**config.mk**
```make
export PLATFORM = sky130hd
export DESIGN_NAME = scg_serial_cmd
export DESIGN_NICKNAME = d
export VERILOG_FILES = /design/src/scg_pkg.sv /design/src/scg_serial_cmd.sv /design/src/scg_sync.sv
export SDC_FILE = /design/constraint.sdc
export NUM_CORES = 1
export LEC_CHECK = 0
export BUFFER_PORTS_ARGS = -buffer_cell sky130_fd_sc_hd__buf_2
export CORE_MARGIN = 2
export CORE_UTILIZATION = 40
export DETAILED_ROUTE_END_ITERATION = 8
export GPL_TIMING_DRIVEN = 0
export MAX_ROUTING_LAYER = met4
export SYNTH_ARGS = -nofsm -noshare
export SYNTH_HDL_FRONTEND = slang
export SYNTH_SLANG_ARGS = --single-unit
```
**constraint.sdc**
```tcl
create_clock -name CLK -period 2.5 [get_ports CLK]
set_clock_uncertainty 0.2 [all_clocks]
set_input_delay 0.5 -clock CLK [delete_from_list [all_inputs] [get_ports CLK]]
set_output_delay 0.5 -clock CLK [all_outputs]
set_load 0.05 [all_outputs]
```
**src/scg_pkg.sv**
```systemverilog
// Constants and types for the serial command decoder
package scg_pkg;

  // Field lengths in SCLK cycles
  localparam logic [4:0] CMD_BITS         = 5'h08;
  localparam logic [4:0] DAC_BITS         = 5'h10;
  localparam logic [4:0] DATA_BITS_NARROW = 5'h08;
  localparam logic [4:0] DATA_BITS_WIDE   = 5'h10;
  localparam logic [4:0] FCNT_ZERO        = 5'h00;
  localparam logic [4:0] FCNT_ONE         = 5'h01;

  // Command byte selector fields
  localparam logic [3:0] DAC_SEL_HI   = 4'h1;  // Bits 7:4
  localparam logic [4:0] RST_SEL_HI   = 5'h01; // Bits 7:3
  localparam logic [5:0] PIN_SEL_HI   = 6'h00; // Bits 7:2
  localparam logic [1:0] PIN_CODE_CFG = 2'h3;
  localparam logic [1:0] PIN_CODE_WR  = 2'h2;
  localparam logic [1:0] PIN_CODE_RD  = 2'h1;

  // Reset/control command bit positions
  localparam int RST_FULL_BIT = 2;
  localparam int RST_SLOW_BIT = 1;
  localparam int RST_FBG_BIT  = 0;

  // Clock modes 01 and 11 share a set low bit
  localparam int CLK_MODE_SKIP_BIT = 0;

  // Pin register layout: port A 3:0, port B 7:4, port C 11:8
  localparam int PIN_COUNT  = 12;
  localparam int PIN_A0     = 0;
  localparam int PIN_A1     = 1;
  localparam int PIN_C0     = 8;
  localparam int PIN_C1     = 9;
  localparam int WIDE_LSB   = 4;  // Data bits 15:4 carry pins 11:0
  localparam int NARROW_LSB = 4;  // Data bits 7:4 carry C1 C0 A1 A0

  // Power-on values
  localparam logic [11:0] PIN_CFG_RST = 12'h000;
  localparam logic [11:0] PIN_OUT_RST = 12'h000;
  localparam logic [15:0] WORD_RST    = 16'h0000;

  // Slow output path delay
  localparam int CLK_PERIOD_NS  = 8;
  localparam int SLOW_DELAY_NS  = 15;
  localparam int SLOW_DELAY_CYC =
    (SLOW_DELAY_NS + CLK_PERIOD_NS - 1) / CLK_PERIOD_NS;

  // Synchroniser width: CS_N, SCLK, DIN, VARIANT_WIDE, pins
  localparam int SYNC_W = 4 + PIN_COUNT;

  // Frame decoder states
  typedef enum logic [2:0] {
    ST_CMD,
    ST_DAC,
    ST_CFG,
    ST_WR,
    ST_RD,
    ST_HOLD
  } scg_state_t;

endpackage

```
**src/scg_serial_cmd.sv**
```systemverilog
// Serial command decoder: DAC select, reset/control and pin commands
`timescale 1ns/1ns
`default_nettype none
// Operation
// - Byte 0001XXXX selects DAC; the next 16-bit word goes to the DAC path.
// - Byte 00001xxx writes reset/control; bits 2:0 carry the settings.
// - Bit 2 zero clears the result FIFO and loads bits 1:0; one restores power-on state.
// - Power-up and full reset leave the pin, DAC word and control registers at zero.
// - Slow bit adds about 15ns to the output path and clears the FIFO.
// - Force-bandgap keeps bias and bandgap powered regardless of activity.
// - Force-bandgap skips the wake-up delay in clock modes 01 and 11.
// - Setting force-bandgap also clears the result FIFO.
// - Bits 7:2 zero mean pin command; bits 1:0 are 11 configure, 10 write, 01 read.
// - 00000011 configure, 00000010 write output, 00000001 read pins.
// - Configure takes 8 or 16 further bits into the direction register.
// - Pin write takes 8 or 16 further bits into the output register.
// - Pin registers change only on full reset or at the chip-select rise ending the frame.
// - After power-up every pin is an input until reconfigured.
// - Pin data MSB first: C, B, A ports high to low, then four spare bits.
// - Readback shows the pin states on DOUT for the next 8 or 16 bits.
// - DAC word is 16 bits: four control bits, then twelve data bits.
module scg_serial_cmd (
  input  wire logic        CLK,
  input  wire logic        SYS_RST,
  input  wire logic        CS_N,
  input  wire logic        SCLK,
  input  wire logic        DIN,
  input  wire logic        VARIANT_WIDE,
  input  wire logic [11:0] GPIO_IN,
  input  wire logic [1:0]  CLOCK_MODE,
  output logic             DOUT,
  output logic      [11:0] GPIO_OUT,
  output logic      [11:0] GPIO_OE,
  output logic      [15:0] DAC_WORD,
  output logic             DAC_WORD_VALID,
  output logic             FIFO_CLEAR,
  output logic             DEVICE_RESET,
  output logic             FORCE_BANDGAP,
  output logic             SKIP_WAKE_DELAY,
  output logic             SLOW_MODE
);

  localparam int DLY_W = scg_pkg::SLOW_DELAY_CYC;

  logic [scg_pkg::SYNC_W-1:0] sync_vec;
  logic                       cs_n_s;
  logic                       sclk_s;
  logic                       din_s;
  logic                       wide_s;
  logic [11:0]                pins_s;

  // Every pin input except SYS_RST and CLOCK_MODE passes two flops before use
  scg_sync #(
    .WIDTH (scg_pkg::SYNC_W)
  ) u_sync (
    .clk      (CLK),
    .rst      (SYS_RST),
    .async_in ({CS_N, SCLK, DIN, VARIANT_WIDE, GPIO_IN}),
    .sync_out (sync_vec)
  );

  assign cs_n_s = sync_vec[scg_pkg::SYNC_W-1];
  assign sclk_s = sync_vec[scg_pkg::SYNC_W-2];
  assign din_s  = sync_vec[scg_pkg::SYNC_W-3];
  assign wide_s = sync_vec[scg_pkg::SYNC_W-4];
  assign pins_s = sync_vec[11:0];

  logic                sclk_prev_reg;
  logic                cs_prev_reg;
  scg_pkg::scg_state_t state_reg;
  scg_pkg::scg_state_t state_next;
  logic [4:0]          fcnt_reg;
  logic [4:0]          fcnt_next;
  logic [15:0]         din_sh_reg;
  logic [15:0]         din_sh_next;
  logic [15:0]         out_sh_reg;
  logic [15:0]         out_sh_next;
  logic [11:0]         stage_reg;
  logic [11:0]         stage_next;
  logic                pend_cfg_reg;
  logic                pend_cfg_next;
  logic                pend_wr_reg;
  logic                pend_wr_next;
  logic [11:0]         pin_cfg_reg;
  logic [11:0]         pin_cfg_next;
  logic [11:0]         pin_out_reg;
  logic [11:0]         pin_out_next;
  logic                slow_reg;
  logic                slow_next;
  logic                fbg_reg;
  logic                fbg_next;
  logic [15:0]         dac_word_reg;
  logic [15:0]         dac_word_next;
  logic                dac_valid_reg;
  logic                dac_valid_next;
  logic                fifo_clr_reg;
  logic                fifo_clr_next;
  logic                dev_rst_reg;
  logic                dev_rst_next;
  logic                dout_bit_reg;
  logic                dout_bit_next;
  logic [DLY_W-1:0]    dly_reg;
  logic [DLY_W-1:0]    dly_next;
  logic                dout_reg;
  logic                dout_next;
  logic                skip_reg;
  logic                skip_next;

  logic                sclk_fall;
  logic                sclk_rise;
  logic                cs_rise;
  logic [15:0]         din_shifted;
  logic [4:0]          fcnt_inc;
  logic [4:0]          dlen;
  logic [7:0]          cmd;
  logic [11:0]         unpacked;
  logic [15:0]         packed_pins;

  // Edges of the sampled link signals
  assign sclk_fall   = sclk_prev_reg & ~sclk_s;
  assign sclk_rise   = ~sclk_prev_reg & sclk_s;
  assign cs_rise     = ~cs_prev_reg & cs_n_s;
  assign din_shifted = {din_sh_reg[14:0], din_s};
  assign fcnt_inc    = fcnt_reg + scg_pkg::FCNT_ONE;
  assign cmd         = din_shifted[7:0];
  assign dlen        = wide_s ? scg_pkg::DATA_BITS_WIDE
                              : scg_pkg::DATA_BITS_NARROW;

  // Data bits to pin register, per variant
  assign unpacked = wide_s ? din_shifted[scg_pkg::WIDE_LSB +: 12]
    : {2'h0, din_shifted[scg_pkg::NARROW_LSB + 2 +: 2], 6'h00,
       din_shifted[scg_pkg::NARROW_LSB +: 2]};

  // Pin states to readback word, MSB first, spare bits zero
  assign packed_pins = wide_s ? {pins_s, 4'h0}
    : {pins_s[scg_pkg::PIN_C1], pins_s[scg_pkg::PIN_C0],
       pins_s[scg_pkg::PIN_A1], pins_s[scg_pkg::PIN_A0], 12'h000};

  // Frame decoder and register file next state
  always_comb
  begin
    state_next     = state_reg;
    fcnt_next      = fcnt_reg;
    din_sh_next    = din_sh_reg;
    out_sh_next    = out_sh_reg;
    stage_next     = stage_reg;
    pend_cfg_next  = pend_cfg_reg;
    pend_wr_next   = pend_wr_reg;
    pin_cfg_next   = pin_cfg_reg;
    pin_out_next   = pin_out_reg;
    slow_next      = slow_reg;
    fbg_next       = fbg_reg;
    dac_word_next  = dac_word_reg;
    dac_valid_next = 1'b0;
    fifo_clr_next  = 1'b0;
    dev_rst_next   = 1'b0;
    dout_bit_next  = dout_bit_reg;
    dly_next       = {dly_reg[DLY_W-2:0], dout_bit_reg}; // Slow tap line
    dout_next      = slow_reg ? dly_reg[DLY_W-1] : dout_bit_reg;
    skip_next      = fbg_reg & CLOCK_MODE[scg_pkg::CLK_MODE_SKIP_BIT];
    if (cs_n_s)
    begin
      // Deselected: restart decoding; the rise applies staged pin data
      state_next    = scg_pkg::ST_CMD;
      fcnt_next     = scg_pkg::FCNT_ZERO;
      dout_bit_next = 1'b0;
      if (cs_rise && pend_cfg_reg)
        pin_cfg_next = stage_reg;
      if (cs_rise && pend_wr_reg)
        pin_out_next = stage_reg;
      pend_cfg_next = 1'b0;
      pend_wr_next  = 1'b0;
    end
    else if (sclk_fall && state_reg != scg_pkg::ST_HOLD)
    begin
      din_sh_next = din_shifted;
      fcnt_next   = fcnt_inc;
      case (state_reg)
        scg_pkg::ST_CMD:
        begin
          if (fcnt_inc == scg_pkg::CMD_BITS)
          begin
            fcnt_next = scg_pkg::FCNT_ZERO;
            if (cmd[7:4] == scg_pkg::DAC_SEL_HI)
              state_next = scg_pkg::ST_DAC;
            else if (cmd[7:3] == scg_pkg::RST_SEL_HI)
            begin
              fifo_clr_next = 1'b1;
              if (cmd[scg_pkg::RST_FULL_BIT])
              begin
                dev_rst_next  = 1'b1;
                pin_cfg_next  = scg_pkg::PIN_CFG_RST;
                pin_out_next  = scg_pkg::PIN_OUT_RST;
                stage_next    = scg_pkg::PIN_CFG_RST;
                dac_word_next = scg_pkg::WORD_RST;
                slow_next     = 1'b0;
                fbg_next      = 1'b0;
              end
              else
              begin
                slow_next = cmd[scg_pkg::RST_SLOW_BIT];
                fbg_next  = cmd[scg_pkg::RST_FBG_BIT];
              end
            end
            else if (cmd[7:2] == scg_pkg::PIN_SEL_HI)
            begin
              case (cmd[1:0])
                scg_pkg::PIN_CODE_CFG: state_next = scg_pkg::ST_CFG;
                scg_pkg::PIN_CODE_WR:  state_next = scg_pkg::ST_WR;
                scg_pkg::PIN_CODE_RD:
                begin
                  state_next  = scg_pkg::ST_RD;
                  out_sh_next = packed_pins;
                end
                default:               state_next = scg_pkg::ST_CMD;
              endcase
            end
          end
        end
        scg_pkg::ST_DAC:
        begin
          if (fcnt_inc == scg_pkg::DAC_BITS)
          begin
            dac_word_next  = din_shifted;
            dac_valid_next = 1'b1;
            state_next     = scg_pkg::ST_CMD;
            fcnt_next      = scg_pkg::FCNT_ZERO;
          end
        end
        scg_pkg::ST_CFG,
        scg_pkg::ST_WR:
        begin
          if (fcnt_inc == dlen)
          begin
            stage_next    = unpacked;
            pend_cfg_next = (state_reg == scg_pkg::ST_CFG);
            pend_wr_next  = (state_reg == scg_pkg::ST_WR);
            state_next    = scg_pkg::ST_HOLD;
          end
        end
        scg_pkg::ST_RD:
        begin
          if (fcnt_inc == dlen)
          begin
            state_next = scg_pkg::ST_CMD;
            fcnt_next  = scg_pkg::FCNT_ZERO;
          end
        end
        default:
          state_next = scg_pkg::ST_CMD;
      endcase
    end
    else if (sclk_rise && state_reg == scg_pkg::ST_RD)
    begin
      // Readback bits change on rising SCLK
      dout_bit_next = out_sh_reg[15];
      out_sh_next   = {out_sh_reg[14:0], 1'b0};
    end
    else if (sclk_rise)
      dout_bit_next = 1'b0;
  end

  // Frame decoder and register file flops
  always_ff @(posedge CLK)
  begin
    if (SYS_RST)
    begin
      sclk_prev_reg <= 1'b0;
      cs_prev_reg   <= 1'b1;
      state_reg     <= scg_pkg::ST_CMD;
      fcnt_reg      <= scg_pkg::FCNT_ZERO;
      din_sh_reg    <= scg_pkg::WORD_RST;
      out_sh_reg    <= scg_pkg::WORD_RST;
      stage_reg     <= scg_pkg::PIN_CFG_RST;
      pend_cfg_reg  <= 1'b0;
      pend_wr_reg   <= 1'b0;
      pin_cfg_reg   <= scg_pkg::PIN_CFG_RST;
      pin_out_reg   <= scg_pkg::PIN_OUT_RST;
      slow_reg      <= 1'b0;
      fbg_reg       <= 1'b0;
      dac_word_reg  <= scg_pkg::WORD_RST;
      dac_valid_reg <= 1'b0;
      fifo_clr_reg  <= 1'b0;
      dev_rst_reg   <= 1'b0;
      dout_bit_reg  <= 1'b0;
      dly_reg       <= '0;
      dout_reg      <= 1'b0;
      skip_reg      <= 1'b0;
    end
    else
    begin
      sclk_prev_reg <= sclk_s;
      cs_prev_reg   <= cs_n_s;
      state_reg     <= state_next;
      fcnt_reg      <= fcnt_next;
      din_sh_reg    <= din_sh_next;
      out_sh_reg    <= out_sh_next;
      stage_reg     <= stage_next;
      pend_cfg_reg  <= pend_cfg_next;
      pend_wr_reg   <= pend_wr_next;
      pin_cfg_reg   <= pin_cfg_next;
      pin_out_reg   <= pin_out_next;
      slow_reg      <= slow_next;
      fbg_reg       <= fbg_next;
      dac_word_reg  <= dac_word_next;
      dac_valid_reg <= dac_valid_next;
      fifo_clr_reg  <= fifo_clr_next;
      dev_rst_reg   <= dev_rst_next;
      dout_bit_reg  <= dout_bit_next;
      dly_reg       <= dly_next;
      dout_reg      <= dout_next;
      skip_reg      <= skip_next;
    end
  end

  // Port drive: direction bit one drives the output register value
  assign DOUT            = dout_reg;
  assign GPIO_OE         = pin_cfg_reg;
  assign GPIO_OUT        = pin_out_reg;
  assign DAC_WORD        = dac_word_reg;
  assign DAC_WORD_VALID  = dac_valid_reg;
  assign FIFO_CLEAR      = fifo_clr_reg;
  assign DEVICE_RESET    = dev_rst_reg;
  assign FORCE_BANDGAP   = fbg_reg;
  assign SKIP_WAKE_DELAY = skip_reg;
  assign SLOW_MODE       = slow_reg;

endmodule
`default_nettype wire

```
**src/scg_sync.sv**
```systemverilog
// Two-flop synchroniser for a bus of independent levels
`timescale 1ns/1ns
`default_nettype none
module scg_sync #(
  parameter int WIDTH = 1
) (
  input  wire logic             clk,
  input  wire logic             rst,
  input  wire logic [WIDTH-1:0] async_in,
  output logic      [WIDTH-1:0] sync_out
);

  logic [WIDTH-1:0] meta_reg;
  logic [WIDTH-1:0] meta_next;
  logic [WIDTH-1:0] sync_reg;
  logic [WIDTH-1:0] sync_next;

  // First stage feeds only the second stage
  always_comb
  begin
    meta_next = async_in;
    sync_next = meta_reg;
  end

  always_ff @(posedge clk)
  begin
    if (rst)
    begin
      meta_reg <= '0;
      sync_reg <= '0;
    end
    else
    begin
      meta_reg <= meta_next;
      sync_reg <= sync_next;
    end
  end

  assign sync_out = sync_reg;

endmodule
`default_nettype wire

```
==> impl_metrics.yaml, run 1 <==
logic_synthesis:
  yosys.area_share.simple_pct: 22.3
  synth-seq-cells: 133
  yosys_warnings: 0
  synth-xor-area-share_pct: 0.797
  synthAdderAreaFrac_pct: 0.234
  syn_nets: 591
  synth_compound_area_share_pct: 18.7
  syn-instance-count: 570
  async_reset_ff_share_pct: 0
  synth_edf_count: 0
  yosys-mux-area-fraction_pct: 3.14
  synth_area_sq_mm: 0.00534
  synth_top_family_by_area: "simple AND/OR/NAND/NOR gates"
  ys.flop_type: "dfxtp_1"
  synth.distinct_cells: 58
  synth-seq-area-share_pct: 49.9
  avgSynthCellArea_sq_um: 9.37
routing:
  wl_per_cell_um: 15.7
  route.detailed.drc: 0
  wirelength_met1_um: 5760
  wl_um: 13200
  drtAntennaViolNets: 0
  met3_length_um: 710
  vias: 4507
  viasPerCell: 5.34
  top_layer: "met4"
  wl_met2_um: 6470
  drtIter0Drc: 310
  dr.pass1.iters: 5
cells_and_area:
  post-route-cell-area_sq_mm: 0.00657
  antenna_cells: 0
  syn_to_final_growth_pct: 23.0
  layout_common_cells: "dfxtp_1 (132), buf_2 (73), nand2_1 (53), a21oi_1 (53), nor2b_1 (38)"
  drive_gt1_share_pct: 19.8
  final_nets: 677
  mostFrequentLayoutCell: "dfxtp_1"
run:
  maxCapViolCount: 0
clocking:
  htree_levels: 4
  clkTransAtPathRegs_ns: 0.05
  cts.sinks: 133
  cts_buffers: 17
  cts_tree: "built"
  cts_buffer_depth: 2
  root_buffer: "clkbuf_16"
  insertion_delay_ns: 0.42
place:
  hpwlAfterDp_um: 9300
  placed_cell_area_sq_mm: 0.00588
  routabilityCongestion: 0.877
  io_buffers: 65
worst_setup_path:
  cp-start-kind: "register"
  cp_max_fo: 10
  endpoint_kind: "register"
  crit_arrival_ns: 2.44
  worstPathRequired_ns: 2.60
  critical_path_class: "reg -> reg"
  cp_slowest_cell: "dfxtp_1"
  critical-path-max-stage-delay_ns: 0.41
  path_cells: "nor4_4 > nand3_1 > nor4_4 > and2_1 > buf_4 > buf_4 > o2bb2ai_1"
power_and_ir_drop:
  vdd_drop_max_mv: 0.478
  p_per_area_mw_per_mm2: 742
  power.total_mw: 4.87
  p_leak_nw: 2.46
global_routing:
  track_usage_pct: 19.6
  grt_pass1_wl_um: 21300
  grt_pass1_vias: 4184
  grt_max_degree: 17
  grt.overflow.total: 0
  antenna_found_initial: 0
sta:
  drv_slew: 0
  setup_viol: 0
  fin_crit_sh_pct: 93.4
  final.setup.tns_ns: 0
  tightest_slew_ns: 0.609
  period_needed_ns: 2.34
  max_slew_margin_pct: 59.4
  fmax_ghz: 0.428
  finalHoldViolCount: 0
floorplan:
  fp.dieW_um: 120
  dieArea_sq_mm: 0.0143
  core_sq_mm: 0.0131
  initial_utilization_pct: 40.6
  num_rows: 42
  io-pin-count: 67
  die_h_um: 120
status:
  status: "finished clean"
worst_hold_path:
  hp-class: "in -> reg"
==> cell usage after synthesis (11+ instances only) <==
| cell type | n | area share [%] |
|---|---|---|
| o21ai_0 | 29 | 2.7 |
| mux2i_1 | 12 | 2.2 |
| nor2b_1 | 38 | 4.5 |
| nand3b_1 | 28 | 3.9 |
| o2bb2ai_1 | 11 | 1.8 |
| inv_1 | 14 | 0.98 |
| and3_1 | 11 | 1.3 |
| nand2_1 | 53 | 3.7 |
| nor2_1 | 16 | 1.1 |
| clkbuf_1 | 29 | 2.0 |
| o32ai_1 | 13 | 2.1 |
| dfxtp_1 | 133 | 50 |
| a21oi_1 | 54 | 5.1 |
| a22o_1 | 12 | 2.0 |
| nand4_1 | 19 | 2.2 |
==> through the flow <==
stage                     util, %  std cells  setup slack (ns)  hold slack [ns]
after floorplan                 -        570             0.365            0.214
after global placement       44.8        811           -0.0256            0.218
after detailed placement     44.8        811            -0.118            0.220
after CTS                    49.6        842            0.0453           0.0759
after global routing         50.0        844           -0.0412           0.0730
final                        50.0        844             0.164           0.0890
==> cells by family after synthesis <==
group | Yosys count
adders and majority gates | 1
muxes | 16
DFF | 133
xor gates and xnor gates | 4
and+or+nand+nor | 207
AOI/OAI and AO/OA | 150
buffers and inverters | 59
==> timing repair <==
| action | 4_1_cts | 5_1_grt |
|---|---|---|
| resized for setup | 2 | 11 |
| setup buffers | 0 | 2 |
| pin swaps | 1 | 2 |
| hold buffers | 0 | 0 |
| gates cloned | 0 | 0 |
| setup endpoints to repair | 20 | 52 |
==> worst paths after layout <==
| check | from | end | slack, ns | cells after the start |
|---|---|---|---|---|
| min | GPIO_IN[5] | u_sync.meta_reg[5]$_SDFF_PP0_ | 0.09 | 2 |
| max reg2reg | din_sh_reg[3]$_SDFFE_PP0P_ | GPIO_OUT[4]$_SDFFE_PP0P_ | 0.16 | 7 |
| max | din_sh_reg[3]$_SDFFE_PP0P_ | GPIO_OUT[4]$_SDFFE_PP0P_ | 0.16 | 7 |
| min reg2reg | u_sync.meta_reg[0]$_SDFF_PP0_ | u_sync.sync_out[0]$_SDFF_PP0_ | 0.23 | 1 |
==> worst max-delay path, delay by kind of cell (launching register included) <==
kind	cells	cell delay (ns)
AND/OR/NAND/NOR	4	1.20
AO/OA/AOI/OAI	1	0.09
buffers and inverters	2	0.32
flip-flops	1	0.41
==> layer usage <==
metal	GRT usage (%)	vias up
li1	-	2236
met5	-	-
met2	30.6	125
met4	8.46	0
met1	23.8	2125
met3	5.56	21
==> power by group <==
part | switching (mW) | internal (mW)
clock network | 0.876 | 1.71
registers | 0.0101 | 2.15
logic | 0.0790 | 0.0462
==> layout make-up <==
| class | instances | area (sq um) |
|---|---|---|
| fill | 1241 | 6570 |
| sequential | 133 | 2660 |
| multi-input combinational | 378 | 2460 |
| clock buffer | 22 | 464 |
| timing repair buffer | 67 | 340 |
| tap | 176 | 220 |
| buffer | 44 | 210 |
| clock inverter | 9 | 151 |
| inverter | 15 | 56.3 |
(Power assumes the default switching activity.)
==> run 2: changes to the inputs <==
--- a/config.mk
+++ b/config.mk
@@ -6,6 +6,7 @@
 export NUM_CORES = 1
 export LEC_CHECK = 0
 export BUFFER_PORTS_ARGS = -buffer_cell sky130_fd_sc_hd__buf_2
+export CORE_ASPECT_RATIO = 1.2
 export CORE_MARGIN = 2
 export CORE_UTILIZATION = 40
 export DETAILED_ROUTE_END_ITERATION = 8
==> impl_metrics.yaml, run 2 (synthesis results as in run 1) <==
status:
  status: "finished clean"
sta:
  tightest_slew_ns: 0.609
  final.setup.worst_slack_ns: 0.102
  fin_crit_sh_pct: 95.9
  whs_ns: 0.0834
  max_slew_margin_pct: 59.4
  period_needed_ns: 2.40
  setup_viol: 0
  fmax_ghz: 0.417
  final.setup.tns_ns: 0
  finalHoldViolCount: 0
  drv_slew: 0
place:
  placed_cell_area_sq_mm: 0.00587
  pre_cts_ws_ns: -0.119
  routabilityCongestion: 0.854
  hpwlAfterDp_um: 9460
  io_buffers: 65
  dp.cells: 803
routing:
  viasPerCell: 5.42
  route.detailed.drc: 0
  wl_per_cell_um: 15.9
  drtAntennaViolNets: 0
  dr.pass1.iters: 5
  drtIter0Drc: 295
  wl_um: 13300
  vias: 4540
cells_and_area:
  fillers: 1233
  layout_common_cells: "dfxtp_1 (131), buf_2 (72), a21oi_1 (54)"
  syn_to_final_growth_pct: 22.9
  stdcell_count: 837
  post-route-cell-area_sq_mm: 0.00656
  final_nets: 677
  drive_gt1_share_pct: 20.3
  antenna_cells: 0
  post-route-util_pct: 50.0
  mostFrequentLayoutCell: "dfxtp_1"
worst_setup_path:
  worstRegToRegCells: 6
  ff2ff_setup_slack_ns: 0.10
  endpoint_kind: "register"
  crit_family: "compound AO/OA/AOI/OAI gates"
  cp_slowest_cell: "o41a_1"
  cp-start-kind: "register"
  worstPathRequired_ns: 2.59
  cp_max_fo: 10
  r2r_end: "out_sh_reg[9]$_SDFFE_PP0P_"
  reg2reg_from: "state_reg[2]$_SDFFE_PP0P_"
  path_cells: "nand3b_1 > nand2_1 > o41a_1 > buf_2 > a2111oi_1 > nor3_1"
  critical-path-max-stage-delay_ns: 0.52
  critical_path_class: "reg -> reg"
  crit_arrival_ns: 2.48
  cp_num_buf_inv: 1
clocking:
  cts_buffers: 17
  root_buffer: "clkbuf_16"
  insertion_delay_ns: 0.42
  cts.sinks: 133
  cts_hold_buf: 0
  cts_tree: "built"
  htree_levels: 4
  cts_buffer_depth: 2
  clkTransAtPathRegs_ns: 0.06
power_and_ir_drop:
  vdd_drop_max_mv: 0.465
  power.total_mw: 4.82
  p_leak_nw: 2.51
  p_per_area_mw_per_mm2: 735
run:
  maxCapViolCount: 0
worst_hold_path:
  min_path_cells: 2
  worstHoldEndpoint: "u_sync.meta_reg[14]$_SDFF_PP0_"
  worstHoldStart: "SCLK"
  hp-class: "in -> reg"
floorplan:
  initial_utilization_pct: 40.7
  fp.dieW_um: 109
  dieArea_sq_mm: 0.0143
  io-pin-count: 67
  core_sq_mm: 0.0131
  die_h_um: 131
  num_rows: 46
global_routing:
  grt_max_degree: 17
  grt.overflow.total: 0
  grt_pass1_vias: 4286
  antenna_found_initial: 0
  grt_pass1_wl_um: 21100
  track_usage_pct: 19.8
==> run 2: metal layers <==
layer	up-vias	GRT usage [%]	share of wire [%]
met5	-	-	0
met3	41	4.61	4.4
li1	2229	-	-
met4	0	9.83	3.7
met1	2137	22.6	42
met2	133	32.4	50
==> run 2: layout make-up <==
type	count	area (sq um)	share of cell area, %
flip-flops and latches	133	2670	40.6
clock inverters	14	176	2.69
clock buffers	18	429	6.54
well taps	168	210	3.20
repair buffers	67	340	5.19
multi-input cells	378	2470	37.7
plain buffers	44	213	3.24
inverters	15	56.3	0.858
==> run 2: repair_timing <==
action | in CTS | in global routing
gates cloned | 0 | 0
pin swaps | 0 | 2
setup endpoints to repair | 28 | 55
resized for setup | 2 | 14
buffers inserted | 0 | 2
==> run 2: worst max path at each step <==
stage	slack, ns	endpoint	from	depth (start not counted)
after floorplan	0.37	out_sh_reg[12]$_SDFFE_PP0P_	fcnt_reg[0]$_SDFFE_PP0P_	7
after global placement	-0.05	out_sh_reg[15]$_SDFFE_PP0P_	fcnt_reg[0]$_SDFFE_PP0P_	7
after detailed placement	-0.12	out_sh_reg[15]$_SDFFE_PP0P_	fcnt_reg[0]$_SDFFE_PP0P_	7
after CTS	0.02	out_sh_reg[9]$_SDFFE_PP0P_	fcnt_reg[0]$_SDFFE_PP0P_	7
after global routing	-0.05	out_sh_reg[8]$_SDFFE_PP0P_	state_reg[2]$_SDFFE_PP0P_	6
final	0.10	out_sh_reg[9]$_SDFFE_PP0P_	state_reg[2]$_SDFFE_PP0P_	6
==> run 2: power breakdown <==
group / total, mW / internal, mW / switching (mW) / leakage, nW
combinational: 0.125 / 0.0463 / 0.0786 / 1.13
sequential: 2.16 / 2.15 / 0.0104 / 1.08
clock: 2.54 / 1.58 / 0.962 / 0.297
==> run 3: changes to the inputs <==
--- a/config.mk
+++ b/config.mk
@@ -9,6 +9,7 @@
 export CORE_ASPECT_RATIO = 1.2
 export CORE_MARGIN = 2
 export CORE_UTILIZATION = 40
+export CTS_BUF_LIST = sky130_fd_sc_hd__clkbuf_8
 export DETAILED_ROUTE_END_ITERATION = 8
 export GPL_TIMING_DRIVEN = 0
 export MAX_ROUTING_LAYER = met4
==> impl_metrics.yaml, run 3 (synthesis results as in run 1) <==
status:
  status: "finished clean"
sta:
  tightest_slew_ns: 0.802
  final.setup.tns_ns: 0
  setup_viol: 0
  fin_crit_sh_pct: 95.8
  fmax_ghz: 0.417
  drv_slew: 0
  period_needed_ns: 2.40
  finalHoldViolCount: 0
  max_slew_margin_pct: 45.0
routing:
  route.detailed.drc: 0
  wl_um: 13300
  viasPerCell: 5.46
  wl_per_cell_um: 15.9
  dr.pass1.iters: 5
  vias: 4567
  drtIter0Drc: 278
  drtAntennaViolNets: 0
worst_setup_path:
  critical_path_class: "reg -> reg"
  ff2ff_setup_slack_ns: 0.10
  endpoint_kind: "register"
  worstPathRequired_ns: 2.62
  crit_arrival_ns: 2.52
  r2r_end: "GPIO_OUT[11]$_SDFFE_PP0P_"
  reg2reg_from: "state_reg[2]$_SDFFE_PP0P_"
  cp_max_fo: 10
  cp-start-kind: "register"
  worstRegToRegCells: 7
floorplan:
  fp.dieW_um: 109
  io-pin-count: 67
  dieArea_sq_mm: 0.0143
  initial_utilization_pct: 40.7
  die_h_um: 131
  core_sq_mm: 0.0131
  num_rows: 46
clocking:
  clkTransAtPathRegs_ns: 0.08
  root_buffer: "clkbuf_8"
  cts_tree: "built"
  cts.sinks: 133
  htree_levels: 4
  cts_buffers: 17
  cts_buffer_depth: 2
  cts_hold_buf: 0
  insertion_delay_ns: 0.45
place:
  routabilityCongestion: 0.854
  placed_cell_area_sq_mm: 0.00587
  hpwlAfterDp_um: 9460
  io_buffers: 65
worst_hold_path:
  worstHoldStart: "SCLK"
  hp-class: "in -> reg"
  worstHoldEndpoint: "u_sync.meta_reg[14]$_SDFF_PP0_"
  min_path_cells: 2
power_and_ir_drop:
  p_per_area_mw_per_mm2: 651
  power.total_mw: 4.15
  p_leak_nw: 2.42
  vdd_drop_max_mv: 0.477
cells_and_area:
  post-route-cell-area_sq_mm: 0.00637
  mostFrequentLayoutCell: "dfxtp_1"
  syn_to_final_growth_pct: 19.2
  final_nets: 677
  antenna_cells: 0
  layout_common_cells: "dfxtp_1 (131), buf_2 (73), nand2_1 (53), a21oi_1 (53), nor2b_1 (38)"
  post-route-util_pct: 48.5
  drive_gt1_share_pct: 20.3
run:
  maxCapViolCount: 0
global_routing:
  track_usage_pct: 19.7
  grt_max_degree: 17
  grt.overflow.total: 0
  grtUsageMet1_pct: 22.2
  grt_busiest_layer: "met2"
  antenna_found_initial: 0
  grt_pass1_vias: 4294
  met2_usage_pct: 32.6
  met3_usage_pct: 4.86
  grt_pass1_wl_um: 21100
run 3: cell count changes in the layout (fill, tap and decap cells not counted), sizes merged:
cell | before | now
clkbuf | 48 | 46
buf | 81 | 82
inv | 17 | 18
run 3: how the worst max path moves through the flow:
stage	start	endpoint	slack, ns	cells after the start
floorplan	fcnt_reg[0]$_SDFFE_PP0P_	out_sh_reg[12]$_SDFFE_PP0P_	0.37	7
global route	state_reg[2]$_SDFFE_PP0P_	GPIO_OUT[11]$_SDFFE_PP0P_	-0.04	7
finish	state_reg[2]$_SDFFE_PP0P_	GPIO_OUT[11]$_SDFFE_PP0P_	0.10	7
global placement	fcnt_reg[0]$_SDFFE_PP0P_	out_sh_reg[15]$_SDFFE_PP0P_	-0.05	7
detailed placement	fcnt_reg[0]$_SDFFE_PP0P_	out_sh_reg[15]$_SDFFE_PP0P_	-0.12	7
CTS	state_reg[1]$_SDFFE_PP0P_	out_sh_reg[9]$_SDFFE_PP0P_	0.02	7
run 3: critical path, cell delays in order, from the launching register on:
cell and delay (ns):
dfxtp_1 0.37, nand3b_1 0.19, nand3_1 0.42, nor4_4 0.52, and2_1 0.18, buf_4 0.14, buf_4 0.17, o22ai_1 0.08
run 3: what timing repair did:
action	4_1_cts	5_1_grt
gates cloned	0	0
pin swaps	0	2
endpoints found under the setup margin	27	54
gates resized for setup	2	12
setup buffers	0	2
run 3: metrics by stage:
stage	setup slack, ns	hold slack, ns	instances
after global routing	-0.0415	0.0328	837
after global placement	-0.0549	0.219	803
after floorplan	0.365	0.214	570
final	0.104	0.0552	837
after CTS	0.0162	0.0309	835
after detailed placement	-0.119	0.223	803
run 3: cell type report:
| class | count | area [sq um] |
|---|---|---|
| Inverter | 15 | 56.3 |
| Timing Repair Buffer | 67 | 340 |
| Clock buffer | 17 | 234 |
| Multi-Input combinational cell | 378 | 2470 |
| Tap cell | 168 | 210 |
| Buffer | 44 | 210 |
| Sequential cell | 133 | 2670 |
| Clock inverter | 15 | 180 |
| Fill cell | 1251 | 6760 |
run 3: metal layers:
layer	wire length, um	up-vias
met2	6820	150
met1	5520	2160
met3	622	30
li1	-	2227
met4	332	0
met5	0	-
run 3: report_power, final:
group          switching [mW]  internal [mW]
combinational          0.0783         0.0462
sequential             0.0104           2.14
clock                   0.874          0.994
